`src/verilog/aux_pin_pkg.sv`:
```
// constants for the auxiliary pin configuration port
`default_nettype none
package aux_pin_pkg;
  localparam int unsigned ADDR_W         = 8;
  localparam int unsigned DATA_W         = 8;
  // register offsets
  localparam logic [7:0]  OFF_CFG_34     = 8'h5A;
  localparam logic [7:0]  OFF_CFG_56     = 8'h5B;
  localparam logic [7:0]  OFF_PIN_STATUS = 8'h60;
  localparam logic [7:0]  OFF_IRQ_STATUS = 8'h61;
  localparam logic [7:0]  OFF_IRQ_ENABLE = 8'h62;
  localparam logic [7:0]  OFF_IRQ_CLEAR  = 8'h63;
  // field positions inside a four-bit pin nibble
  localparam int unsigned FLD_DIR        = 0;
  localparam int unsigned FLD_POL        = 1;
  localparam int unsigned FLD_EDGE       = 2;
  localparam int unsigned FLD_OUT        = 3;
  // reset values: pins 4,5 output high, pin 6 output low, pin 3 input
  localparam logic [7:0]  RST_CFG_34     = 8'h90;
  localparam logic [7:0]  RST_CFG_56     = 8'h39;
  localparam logic [3:0]  RST_NIB_IN     = 4'h0;
  localparam logic [3:0]  RST_NIB_OUT_HI = 4'h9;
  localparam logic [3:0]  RST_NIB_OUT_LO = 4'h1;
endpackage
`default_nettype wire

```
`src/verilog/aux_pin_config_port.sv`:
```
// auxiliary pin configuration port with register slave and interrupt
//
// Decided for this implementation: strobed register access.
`default_nettype none
// Operation
// RULE1: direction bit clear makes pin an input, set makes it driven output
// RULE2: polarity clear means low input is true, set means high is true
// RULE3: level mode status bit is one while pin sits at asserted level
// RULE4: edge mode status latches once asserted, cleared by status register read
// RULE5: polarity and sensing settings affect only pins configured as inputs
// RULE6: output state bit sets driven level; ignored while pin is input
// RULE7: power-on and suspend revert pins 4,5 output high, pin 6 output low
// RULE8: register 5B holds all four settings for pins 5 and 6
// RULE9: register 5A holds pin 4 settings beside pin 3, same layout
// RULE10: in 5B pin 5 uses bits 0-3, pin 6 bits 4-7
module aux_pin_config_port
  import aux_pin_pkg::*;
(
  // clock and reset
  input  wire logic              CLK,
  input  wire logic              SYS_RST,
  input  wire logic              SUSPEND,
  // register port
  input  wire logic [ADDR_W-1:0] ADDR,
  input  wire logic [DATA_W-1:0] WDATA,
  input  wire logic              WR,
  input  wire logic              RD,
  output logic      [DATA_W-1:0] RDATA,
  // pins 3 to 6, index 0 is pin 3
  input  wire logic [3:0]        PIN_I,
  output logic      [3:0]        PIN_O,
  output logic      [3:0]        PIN_OE,
  // interrupt
  output logic                   IRQ
);
  // ==========================================================
  // configuration registers
  logic [7:0] cfg34_r;
  logic [7:0] cfg34_nxt;
  logic [7:0] cfg56_r;
  logic [7:0] cfg56_nxt;
  logic [3:0] irq_en_r;
  logic [3:0] irq_en_nxt;

  always_comb begin
    cfg34_nxt  = cfg34_r;
    cfg56_nxt  = cfg56_r;
    irq_en_nxt = irq_en_r;
    if (WR && ADDR == OFF_CFG_34) begin
      cfg34_nxt = WDATA;                                 // RULE9
    end else if (WR && ADDR == OFF_CFG_56) begin
      cfg56_nxt = WDATA;                                 // RULE8
    end else if (WR && ADDR == OFF_IRQ_ENABLE) begin
      irq_en_nxt = WDATA[3:0];
    end
  end

  always_ff @(posedge CLK) begin
    if (SYS_RST || SUSPEND) begin
      cfg34_r  <= RST_CFG_34;                            // RULE7
      cfg56_r  <= RST_CFG_56;                            // RULE7
      irq_en_r <= 4'h0;
    end else begin
      cfg34_r  <= cfg34_nxt;
      cfg56_r  <= cfg56_nxt;
      irq_en_r <= irq_en_nxt;
    end
  end

  // ==========================================================
  // pin cells
  logic [15:0] cfg_all;
  logic [3:0]  pin_sync;
  logic [3:0]  state;
  logic [3:0]  event_lvl;
  logic        status_rd;

  assign cfg_all   = {cfg56_r, cfg34_r};                 // RULE10
  assign status_rd = RD && (ADDR == OFF_PIN_STATUS);     // RULE4

  genvar g;
  generate
    for (g = 0; g < 4; g++) begin : g_pin
      aux_pin_sync u_sync (
        .CLK     (CLK),
        .SYS_RST (SYS_RST),
        .D       (PIN_I[g]),
        .Q       (pin_sync[g])
      );
      aux_pin_cell u_cell (
        .CLK       (CLK),
        .SYS_RST   (SYS_RST),
        .SUSPEND   (SUSPEND),
        .CFG       (cfg_all[4*g +: 4]),
        .PIN_SYNC  (pin_sync[g]),
        .STATUS_RD (status_rd),
        .PIN_O     (PIN_O[g]),
        .PIN_OE    (PIN_OE[g]),
        .STATE     (state[g]),
        .EVENT     (event_lvl[g])
      );
    end
  endgenerate

  // ==========================================================
  // interrupt status: rising assertion sets, clear register clears
  logic [3:0] evt_prev_r;
  logic [3:0] evt_prev_nxt;
  logic [3:0] irq_st_r;
  logic [3:0] irq_st_nxt;
  logic [3:0] irq_set;
  logic [3:0] irq_clr;

  always_comb begin
    irq_set      = event_lvl & ~evt_prev_r;
    irq_clr      = (WR && ADDR == OFF_IRQ_CLEAR) ? WDATA[3:0] : 4'h0;
    irq_st_nxt   = (irq_st_r & ~irq_clr) | irq_set;
    evt_prev_nxt = event_lvl;
  end

  always_ff @(posedge CLK) begin
    if (SYS_RST || SUSPEND) begin
      irq_st_r   <= 4'h0;
      evt_prev_r <= 4'h0;
    end else begin
      irq_st_r   <= irq_st_nxt;
      evt_prev_r <= evt_prev_nxt;
    end
  end

  assign IRQ = |(irq_st_r & irq_en_r);

  // ==========================================================
  // read data, one cycle after the strobe
  logic [7:0] rdata_r;
  logic [7:0] rdata_nxt;

  always_comb begin
    rdata_nxt = 8'h00;
    if (RD) begin
      if (ADDR == OFF_CFG_34) begin
        rdata_nxt = cfg34_r;
      end else if (ADDR == OFF_CFG_56) begin
        rdata_nxt = cfg56_r;
      end else if (ADDR == OFF_PIN_STATUS) begin
        rdata_nxt = {4'h0, state};                       // RULE3 RULE4
      end else if (ADDR == OFF_IRQ_STATUS) begin
        rdata_nxt = {4'h0, irq_st_r};
      end else if (ADDR == OFF_IRQ_ENABLE) begin
        rdata_nxt = {4'h0, irq_en_r};
      end else begin
        rdata_nxt = 8'h00;
      end
    end
  end

  always_ff @(posedge CLK) begin
    if (SYS_RST) begin
      rdata_r <= 8'h00;
    end else begin
      rdata_r <= rdata_nxt;
    end
  end

  assign RDATA = rdata_r;

  // ==========================================================
  // checks
  property p_reset_cfg;
    @(posedge CLK) (SYS_RST || SUSPEND) |=> (cfg56_r == RST_CFG_56 && cfg34_r[7:4] == RST_NIB_OUT_HI);
  endproperty
  a_reset_cfg: assert property (p_reset_cfg) else $error("reset defaults wrong"); // RULE7

  property p_reset_pins;
    @(posedge CLK) (SYS_RST || SUSPEND) |=> (PIN_OE[3:1] == 3'b111 && PIN_O[3:1] == 3'b011);
  endproperty
  a_reset_pins: assert property (p_reset_pins) else $error("reset pin drive wrong"); // RULE7

  property p_wr56;
    @(posedge CLK) disable iff (SYS_RST || SUSPEND)
      (WR && ADDR == OFF_CFG_56) |=> (cfg56_r == $past(WDATA) && PIN_OE[2] == $past(WDATA[FLD_DIR]));
  endproperty
  a_wr56: assert property (p_wr56) else $error("5B write lost"); // RULE8 RULE10

  property p_wr34;
    @(posedge CLK) disable iff (SYS_RST || SUSPEND)
      (WR && ADDR == OFF_CFG_34) |=> (PIN_OE[1] == $past(WDATA[4+FLD_DIR]));
  endproperty
  a_wr34: assert property (p_wr34) else $error("5A pin4 field wrong"); // RULE9

  property p_read_clears;
    @(posedge CLK) disable iff (SYS_RST || SUSPEND)
      (status_rd && !(|event_lvl)) ##1 !(|event_lvl) |-> (g_pin[0].u_cell.edge_r == 1'b0);
  endproperty
  a_read_clears: assert property (p_read_clears) else $error("edge not cleared by read"); // RULE4

  property p_irq_sticky;
    @(posedge CLK) disable iff (SYS_RST || SUSPEND)
      (|irq_set) |=> (|irq_st_r);
  endproperty
  a_irq_sticky: assert property (p_irq_sticky) else $error("interrupt status lost");

  // ==========================================================
  // read path checks
  // no strobe, no data
  property p_rdata_idle;
    @(posedge CLK) disable iff (SYS_RST)
      !RD |=> (RDATA == 8'h00);
  endproperty
  a_rdata_idle: assert property (p_rdata_idle) else $error("read data without strobe");

  // pins 5 and 6 register reads back
  property p_rdata_cfg56;
    @(posedge CLK) disable iff (SYS_RST)
      (RD && ADDR == OFF_CFG_56) |=> (RDATA == $past(cfg56_r));
  endproperty
  a_rdata_cfg56: assert property (p_rdata_cfg56) else $error("5B read wrong"); // RULE8

  // pins 3 and 4 register reads back
  property p_rdata_cfg34;
    @(posedge CLK) disable iff (SYS_RST)
      (RD && ADDR == OFF_CFG_34) |=> (RDATA == $past(cfg34_r));
  endproperty
  a_rdata_cfg34: assert property (p_rdata_cfg34) else $error("5A read wrong"); // RULE9

  // status read shows pin states of the strobe cycle
  property p_rdata_status;
    @(posedge CLK) disable iff (SYS_RST)
      (RD && ADDR == OFF_PIN_STATUS) |=> (RDATA[3:0] == $past(state) && RDATA[7:4] == 4'h0);
  endproperty
  a_rdata_status: assert property (p_rdata_status) else $error("status read wrong"); // RULE3 RULE4

  // ==========================================================
  // interrupt checks
  // clear without a new event empties the bits
  property p_irq_clear;
    @(posedge CLK) disable iff (SYS_RST || SUSPEND)
      (WR && ADDR == OFF_IRQ_CLEAR && irq_set == 4'h0) |=> ((irq_st_r & $past(WDATA[3:0])) == 4'h0);
  endproperty
  a_irq_clear: assert property (p_irq_clear) else $error("interrupt clear lost");

  // masked status never raises the line
  property p_irq_mask;
    @(posedge CLK) disable iff (SYS_RST)
      (irq_en_r == 4'h0) |-> !IRQ;
  endproperty
  a_irq_mask: assert property (p_irq_mask) else $error("masked interrupt raised");

  // suspend empties interrupt status
  property p_susp_irq;
    @(posedge CLK) SUSPEND |=> (irq_st_r == 4'h0 && !IRQ);
  endproperty
  a_susp_irq: assert property (p_susp_irq) else $error("suspend kept interrupt");

  // ==========================================================
  // pin drive checks
  // pins 5 and 6 direction from their nibbles
  property p_oe56;
    @(posedge CLK) disable iff (SYS_RST)
      1'b1 |-> (PIN_OE[3] == cfg56_r[4+FLD_DIR] && PIN_OE[2] == cfg56_r[FLD_DIR]);
  endproperty
  a_oe56: assert property (p_oe56) else $error("pin 5/6 direction wrong"); // RULE1 RULE10

  // pin 6 driven level
  property p_pin6_level;
    @(posedge CLK) disable iff (SYS_RST)
      PIN_OE[3] |-> (PIN_O[3] == cfg56_r[4+FLD_OUT]);
  endproperty
  a_pin6_level: assert property (p_pin6_level) else $error("pin 6 level wrong"); // RULE6 RULE10

  // pin 5 driven level
  property p_pin5_level;
    @(posedge CLK) disable iff (SYS_RST)
      PIN_OE[2] |-> (PIN_O[2] == cfg56_r[FLD_OUT]);
  endproperty
  a_pin5_level: assert property (p_pin5_level) else $error("pin 5 level wrong"); // RULE6 RULE10

  // pin 4 driven level
  property p_pin4_level;
    @(posedge CLK) disable iff (SYS_RST)
      PIN_OE[1] |-> (PIN_O[1] == cfg34_r[4+FLD_OUT]);
  endproperty
  a_pin4_level: assert property (p_pin4_level) else $error("pin 4 level wrong"); // RULE9

  // unmapped writes leave configuration alone
  property p_unmapped_wr;
    @(posedge CLK) disable iff (SYS_RST || SUSPEND)
      (WR && ADDR != OFF_CFG_34 && ADDR != OFF_CFG_56) |=> ($stable(cfg34_r) && $stable(cfg56_r));
  endproperty
  a_unmapped_wr: assert property (p_unmapped_wr) else $error("stray write changed config"); // RULE8 RULE9
endmodule // aux_pin_config_port
`default_nettype wire

```
`src/verilog/aux_pin_sync.sv`:
```
// two flip-flop synchroniser for one pin input
`default_nettype none
module aux_pin_sync (
  // clock and reset
  input  wire logic CLK,
  input  wire logic SYS_RST,
  // data
  input  wire logic D,
  output logic      Q
);
  logic meta_r;
  logic q_r;

  always_ff @(posedge CLK) begin
    if (SYS_RST) begin
      meta_r <= 1'b0;
      q_r    <= 1'b0;
    end else begin
      meta_r <= D;
      q_r    <= meta_r;
    end
  end
  assign Q = q_r;
endmodule // aux_pin_sync
`default_nettype wire

```
`src/verilog/aux_pin_cell.sv`:
```
// one auxiliary pin: direction, drive, polarity and sensing
`default_nettype none
module aux_pin_cell
  import aux_pin_pkg::*;
(
  // clock and reset
  input  wire logic       CLK,
  input  wire logic       SYS_RST,
  input  wire logic       SUSPEND,
  // configuration nibble
  input  wire logic [3:0] CFG,
  // synchronised pin level
  input  wire logic       PIN_SYNC,
  // status read clears edge latch
  input  wire logic       STATUS_RD,
  // pin drive
  output logic            PIN_O,
  output logic            PIN_OE,
  // status bit and event
  output logic            STATE,
  output logic            EVENT
);
  logic edge_r;
  logic edge_nxt;
  logic asserted;
  logic is_input;

  assign is_input = ~CFG[FLD_DIR];                              // RULE1
  assign PIN_OE   = CFG[FLD_DIR];                               // RULE1
  assign PIN_O    = CFG[FLD_DIR] & CFG[FLD_OUT];                // RULE6
  assign asserted = is_input & (PIN_SYNC == CFG[FLD_POL]);      // RULE2 RULE5

  always_comb begin
    edge_nxt = edge_r;
    if (STATUS_RD) begin
      edge_nxt = 1'b0;                                          // RULE4
    end
    if (asserted & CFG[FLD_EDGE]) begin
      edge_nxt = 1'b1;                                          // RULE4
    end
    if (!is_input) begin
      edge_nxt = 1'b0;                                          // RULE5
    end
  end

  always_ff @(posedge CLK) begin
    if (SYS_RST || SUSPEND) begin
      edge_r <= 1'b0;
    end else begin
      edge_r <= edge_nxt;
    end
  end

  assign STATE = CFG[FLD_EDGE] ? (edge_r & is_input) : asserted; // RULE3 RULE4
  assign EVENT = asserted;

  property p_edge_hold;
    @(posedge CLK) disable iff (SYS_RST || SUSPEND)
      (is_input && CFG[FLD_EDGE] && asserted && !$past(SYS_RST)) |=> (edge_r || !is_input);
  endproperty
  a_edge_hold: assert property (p_edge_hold) else $error("edge latch missed"); // RULE4

  property p_level;
    @(posedge CLK) disable iff (SYS_RST)
      (is_input && !CFG[FLD_EDGE]) |-> (STATE == (PIN_SYNC == CFG[FLD_POL]));
  endproperty
  a_level: assert property (p_level) else $error("level state wrong"); // RULE3

  property p_out_drive;
    @(posedge CLK) disable iff (SYS_RST)
      CFG[FLD_DIR] |-> (PIN_OE && PIN_O == CFG[FLD_OUT] && !STATE);
  endproperty
  a_out_drive: assert property (p_out_drive) else $error("output drive wrong"); // RULE5 RULE6

  property p_in_float;
    @(posedge CLK) disable iff (SYS_RST)
      !CFG[FLD_DIR] |-> (!PIN_OE && !PIN_O);
  endproperty
  a_in_float: assert property (p_in_float) else $error("input pin driven"); // RULE1
endmodule // aux_pin_cell
`default_nettype wire

```
`config.mk`:
```
export PLATFORM = sky130hd
export DESIGN_NAME = aux_pin_config_port
export DESIGN_NICKNAME = d
export VERILOG_FILES = /design/src/verilog/aux_pin_pkg.sv /design/src/verilog/aux_pin_config_port.sv /design/src/verilog/aux_pin_sync.sv /design/src/verilog/aux_pin_cell.sv
export SDC_FILE = /design/constraint.sdc
export NUM_CORES = 1
export LEC_CHECK = 0
export ABC_CLOCK_PERIOD_IN_PS = 3050
export BUFFER_PORTS_ARGS = -buffer_cell sky130_fd_sc_hd__buf_2
export CELL_PAD_IN_SITES_DETAIL_PLACEMENT = 2
export CELL_PAD_IN_SITES_GLOBAL_PLACEMENT = 2
export CORE_UTILIZATION = 35
export DETAILED_ROUTE_END_ITERATION = 6
export PLACE_DENSITY = 0.85
export SLEW_MARGIN = 20
export SYNTH_ARGS = -nofsm -noshare
export SYNTH_HDL_FRONTEND = slang
export SYNTH_SLANG_ARGS = --single-unit
```
`constraint.sdc`:
```
create_clock -name CLK -period 3.05 [get_ports CLK]
set_input_delay 0.61 -clock CLK [delete_from_list [all_inputs] [get_ports CLK]]
set_output_delay 0.61 -clock CLK [all_outputs]
set_load 0.05 [all_outputs]
```
# Word-level counts from Yosys, hierarchy flattened

Index checks and enable logic that the tools add are counted.
Widths: inputs -> output; s select.

Bits in registers: 48
Input port bits: 25
Output and inout port bits: 17
Logic and storage cells: 90

Eq/ne operators: 10
Mux-type cells: 15
Bitwise gates (word level): 29
Reduce and logical (&&, ||, !) cells: 18

Operators by type and width:

| cell               | number |
|---|---|
| $eq 8x7->1 const B | 6 |
| $and 1x1->1        | 16 |
| $mux 4             | 4 |
| $mux 8             | 2 |
| $and 4x4->4        | 3 |
| $reduce_or 2->1    | 5 |
| $mux 1             | 9 |
| $not 4->4          | 2 |
| $reduce_bool 2->1  | 4 |
| $not 1->1          | 7 |
| $logic_and 1x1->1  | 5 |
| $eq 1x1->1         | 4 |
| $or 4x4->4         | 1 |
| $reduce_or 4->1    | 1 |
| $reduce_and 3->1   | 1 |
| $reduce_and 2->1   | 1 |
| $logic_or 1x1->1   | 1 |

# Logic depth before layout (Yosys ltp)

Depth after elaboration: 6
Depth in mapped cells: 6
Gate-level depth less buffers: 4

# Modules after synthesis

A second synthesis with hierarchy kept.

Cells, all modules: 228
Area, all modules: 2,128.3 um^2

Modules (own cells, without submodules):

| module              | times used | cells an instance | area an instance (um^2) | sequential area each (um^2) |
|---|---|---|---|---|
| aux_pin_config_port | 1          | 172               | 1,562.7                 | 720.7 |
| aux_pin_cell        | 4          | 10                | 88.8                    | 20.0 |
| aux_pin_sync        | 4          | 4                 | 52.6                    | 40.0 |

# Worst setup path before layout

Ideal clock, no wire load.

Path kind: input port to flip-flop
From: in ADDR[2]
To: reg g_pin[0].u_cell.edge_r
Library setup time: 117 ps
Arrival: 1,900 ps
Required time: 2,933 ps
Setup slack: 1,033 ps
Stages on the path: 4
Buffers on the path: 1
Path through: or3b_1 buf_6 or4_4 a32o_1

Longest elaborated chain between the ends: 3

Ends and longest elaborated chain:

| element                            | line                      | RTL |
|---|---|---|
| start, declared                    | aux_pin_config_port.sv:24 | `input wire logic [ADDR_W-1:0] ADDR,` |
| $eq 8x7->1                         | aux_pin_config_port.sv:79 | `assign status_rd = RD && (ADDR == OFF_PIN_STATUS);` |
| $logic_and 1x1->1                  | aux_pin_config_port.sv:79 |  |
| $reduce_bool 2->1 (no source line) | -                         |  |
| end signal, assigned               | aux_pin_cell.sv:50        | `edge_r <= edge_nxt;` |
| end, declared                      | aux_pin_cell.sv:23        | `logic edge_r;` |

No other way between the ends.
A chain may end at the register's enable or synchronous reset.

# Final worst setup path

From: in ADDR[2]
To: reg g_pin[2].u_cell.edge_r

Longest elaborated chain between the ends: 3

Ends and longest elaborated chain:

| element                            | line |
|---|---|
| $eq 8x7->1                         | aux_pin_config_port.sv:79 |
| $logic_and 1x1->1                  | aux_pin_config_port.sv:79 |
| $reduce_bool 2->1 (no source line) | - |
| end signal, assigned               | aux_pin_cell.sv:50 |
| end, declared                      | aux_pin_cell.sv:23 |

No other way between the ends.

==> impl_results.md <==
- RSZ-0062 raised after global routing: no
- CTS hold repair buffers: 0
- Post-synth EDFFs: 0
- Most instantiated cells after synthesis: 48 x dfxtp_1, 31 x nand2_1, 26 x mux2i_1
- Switching pwr: 267 uW
- Period utilization: 63.3%
- Chip width: a little over 80 um
- Tightest Hold Check Type: flip-flop to flip-flop
- Pwr dens: about 470 nW/um^2
- Hold Path Sink: irq_st_r[0]$_SDFF_PP0_
- CORE AREA: 5960 sq um
- GR Util met3: 3.15%
- CTS tree: built
- CTS resizes: 0
- Fmax: 518 MHz
- Tmin final: 1.93 ns
- Post-CTS Setup Inserts: 0
- WP data required: ~3.3 ns
- Initial antenna violation count: 0
- GR Util met1: 24.9%
- Most numerous cell in the Yosys netlist: dfxtp_1
- Die area: 6540 sq um
- Top delay family on crit path: simple AND/OR/NAND/NOR gates
- Max-cap violations: 0
- Switch share: 22.8%
- DRC: 0
- Gp weighted congestion: ~0.76
- Arrival @ worst endpoint: 2.13 ns
- Worst path bufs/invs: 1
- CTS clk-pin slew, worst paths: 0.08 ns
- Share of total power in the clock network: around two fifths
- Grt met2 use: between 30% and 40%
- Synth area leaders: dfxtp_1 44%, mux2i_1 12%, nand2_1 5.3%
- Post-Syn Nets: ~250
- H-tree levels: 2
- Hpwl dp: 4.41 mm
- Final Slew Violations: 0
- DRT Pass-1 Iters: 4
- Critical path class: input port to flip-flop
- Cell variety after synth: between 40 and 50
- Final #Nets: 280
- Reg2Reg Setup Slack: 1.73 ns
- Hold depth: 1
- Pin count of the biggest net entering global routing: 30
- CTS root buffer: clkbuf_8
- Part of the power in combinational logic: 6.6%
- Starting Density: 36.5%
- CTS Buf Count: 5
- Share of cells above drive strength 1: 23.0%
- Fin util: 41.4%
- Largest fanout on the critical path: 6
- Leakage: 0.00102 uW
- IO Pins: 42
- Int Pwr: just over 900 uW
- Worst-Skew Late Latency: 0.30 ns
- Floorplan row count: 28
- CP peak stage delay: 0.61 ns
- Top_reg_cell synth: dfxtp_1
- First-pass GRT wire length: 9.77 mm
- Vias: 1,803
- Vias in the first global route: 1,885
- Layout area overhead: 13.5%
- CP Cell Sequence: buf_2 > or3b_1 > or4_4 > a32o_1
- Crit path launch type: input port
- R2R depth: 3
- FFs w/ async S/R, synth: 0%
- Busiest grt layer: met2
- Hold violation total from the final report: 0
- Register bit total from synthesis: 48
- Critical Path End Type: flip-flop
- Final setup TNS: 0 ns
- Setup Skew: 0.00244 ns
- Yosys top cell area share: roughly 44%
- Worst relative slew slack: a little under half
- Leading area contributor after synthesis: dfxtp_1
- Setup violations, final: 0
- CP max-delay cell: or4_4
- Final ANT Viol Nets: 0
- Filler Cells Inserted: 683
- Seq pwr share: 54.3%
- Final wirelength: 6.22 mm
- Global Route Usage Sum: 20.6%
- Multi-input logic area: 1080 sq um
- 1st-iter DRT viols: 60
- Mapped Area: 2180 sq um
- Crit Reg-Reg Endpoint: RDATA[2]$_SDFF_PP0_
- R2r startpoint: cfg56_r[2]$_SDFFE_PP0P_
- VDD IR max: 0.000249 V
- Status: complete, no violations
- Slew @ Worst Pin: 0.793 ns
- Register area: 961 sq um
- WL/cell: 18.8 um
- Syn Inst Count: between 200 and 250
- Sequential fraction of the synthesis area: 44.2%
- Via-per-instance ratio: 5.45
- Syn_area_per_cell: 9.63 sq um
- Die Ht: slightly above 80 um
- Clk buf depth: 2
- Worst Hold Launch: evt_prev_r[0]$_SDFF_PP0_
- CTS Sinks: 48
- Antenna Cells: 0
- Grt total ovfl: 0
- Port buffer count: 41
- Yosys warns: 0
## kinds of logic (layout without fill, tap and decap cells)
group	after synthesis	in the layout	synth area share (%)
flip-flops	48	48	44.2
AO/OA/AOI/OAI	21	21	7.76
multiplexers	28	28	13.0
XOR/XNOR	4	4	1.61
AND/OR/NAND/NOR	102	102	27.2
buffers and inverters	23	53	6.27
## how the worst max path moves through the flow
stage	from	endpoint	slack [ns]	cells past startpoint
floorplan	ADDR[2]	g_pin[0].u_cell.edge_r$_SDFFE_PP0P_	1.03	4
global placement	ADDR[2]	g_pin[2].u_cell.edge_r$_SDFFE_PP0P_	0.86	4
detailed placement	ADDR[2]	g_pin[2].u_cell.edge_r$_SDFFE_PP0P_	0.83	4
CTS	ADDR[2]	g_pin[0].u_cell.edge_r$_SDFFE_PP0P_	1.13	4
global route	ADDR[2]	cfg56_r[4]$_SDFFE_PP1P_	1.11	4
finish	ADDR[2]	g_pin[2].u_cell.edge_r$_SDFFE_PP0P_	1.12	4
## cells in the final DEF (no fill, tap or decap), types with 2 or more instances in the layout
cell type   n
or3_1       5
clkbuf_8    5
mux2_2      2
dfxtp_1    48
xnor2_1     2
o221ai_1    2
nor2b_1     9
o211a_1     2
a32o_1      3
a22oi_1     2
or4_4       2
or3b_1      2
inv_1       2
nor2_1     17
a211oi_1    2
a21oi_1     3
nand2_1    31
o211ai_1    2
buf_2      41
buf_4       2
nor4bb_1    2
xor2_1      2
nand4_1     6
mux2i_1    26
nand3_1     2
nor3_1      6
o41ai_1     3
or4bb_1     3
and2_1      6
## layer usage
layer  up-vias  wire (um)
met5         -          0
met4         0        156
met3        11        178
met2        36       3130
met1       900       2760
li1        856          -
## power by group through the flow
stage | Sequential (uW) | Clock [uW] | Combinational, uW
floorplan | 650 | 0 | 45.1
global placement | 650 | 0 | 74.4
detailed placement | 651 | 0 | 76.9
CTS | 636 | 470 | 78.1
global route | 637 | 499 | 85.2
finish | 636 | 459 | 77.4
## worst register-to-register path, cell delays in order (launching register included)
cell      delay [ns]
dfxtp_1         0.43
or4bb_1         0.49
o211a_1         0.14
o211ai_1        0.18
## flip-flops by register name (all words and copies together) (netlist names)
name and flops:
RDATA 8, cfg34_r 8, cfg56_r 8, evt_prev_r 4, g_pin.u_cell.edge_r 4, g_pin.u_sync.Q 4, g_pin.u_sync.meta_r 4, irq_en_r 4
irq_st_r 4
## stage by stage
stage | std cells | total power, uW | cell area, sq um | hold slack [ns] | worst slack (ns)
final | 331 | 1170 | 2470 | 0.432 | 1.12
after global placement | 323 | 725 | 2360 | 0.413 | 0.860
after detailed placement | 323 | 728 | 2360 | 0.423 | 0.825
after global routing | 331 | 1220 | 2470 | 0.448 | 1.11
after CTS | 331 | 1180 | 2470 | 0.437 | 1.13
after floorplan | 226 | 695 | 2180 | 0.408 | 1.03
## layout make-up
type	instances	area share, %
timing repair buffer	43	8.92
clock buffer	6	2.94
inverter	2	0.304
clock inverter	2	1.42
multi-input combinational	155	43.7
tap	75	3.80
sequential	48	38.9
No activity file was read; power rests on OpenSTA's default activity.
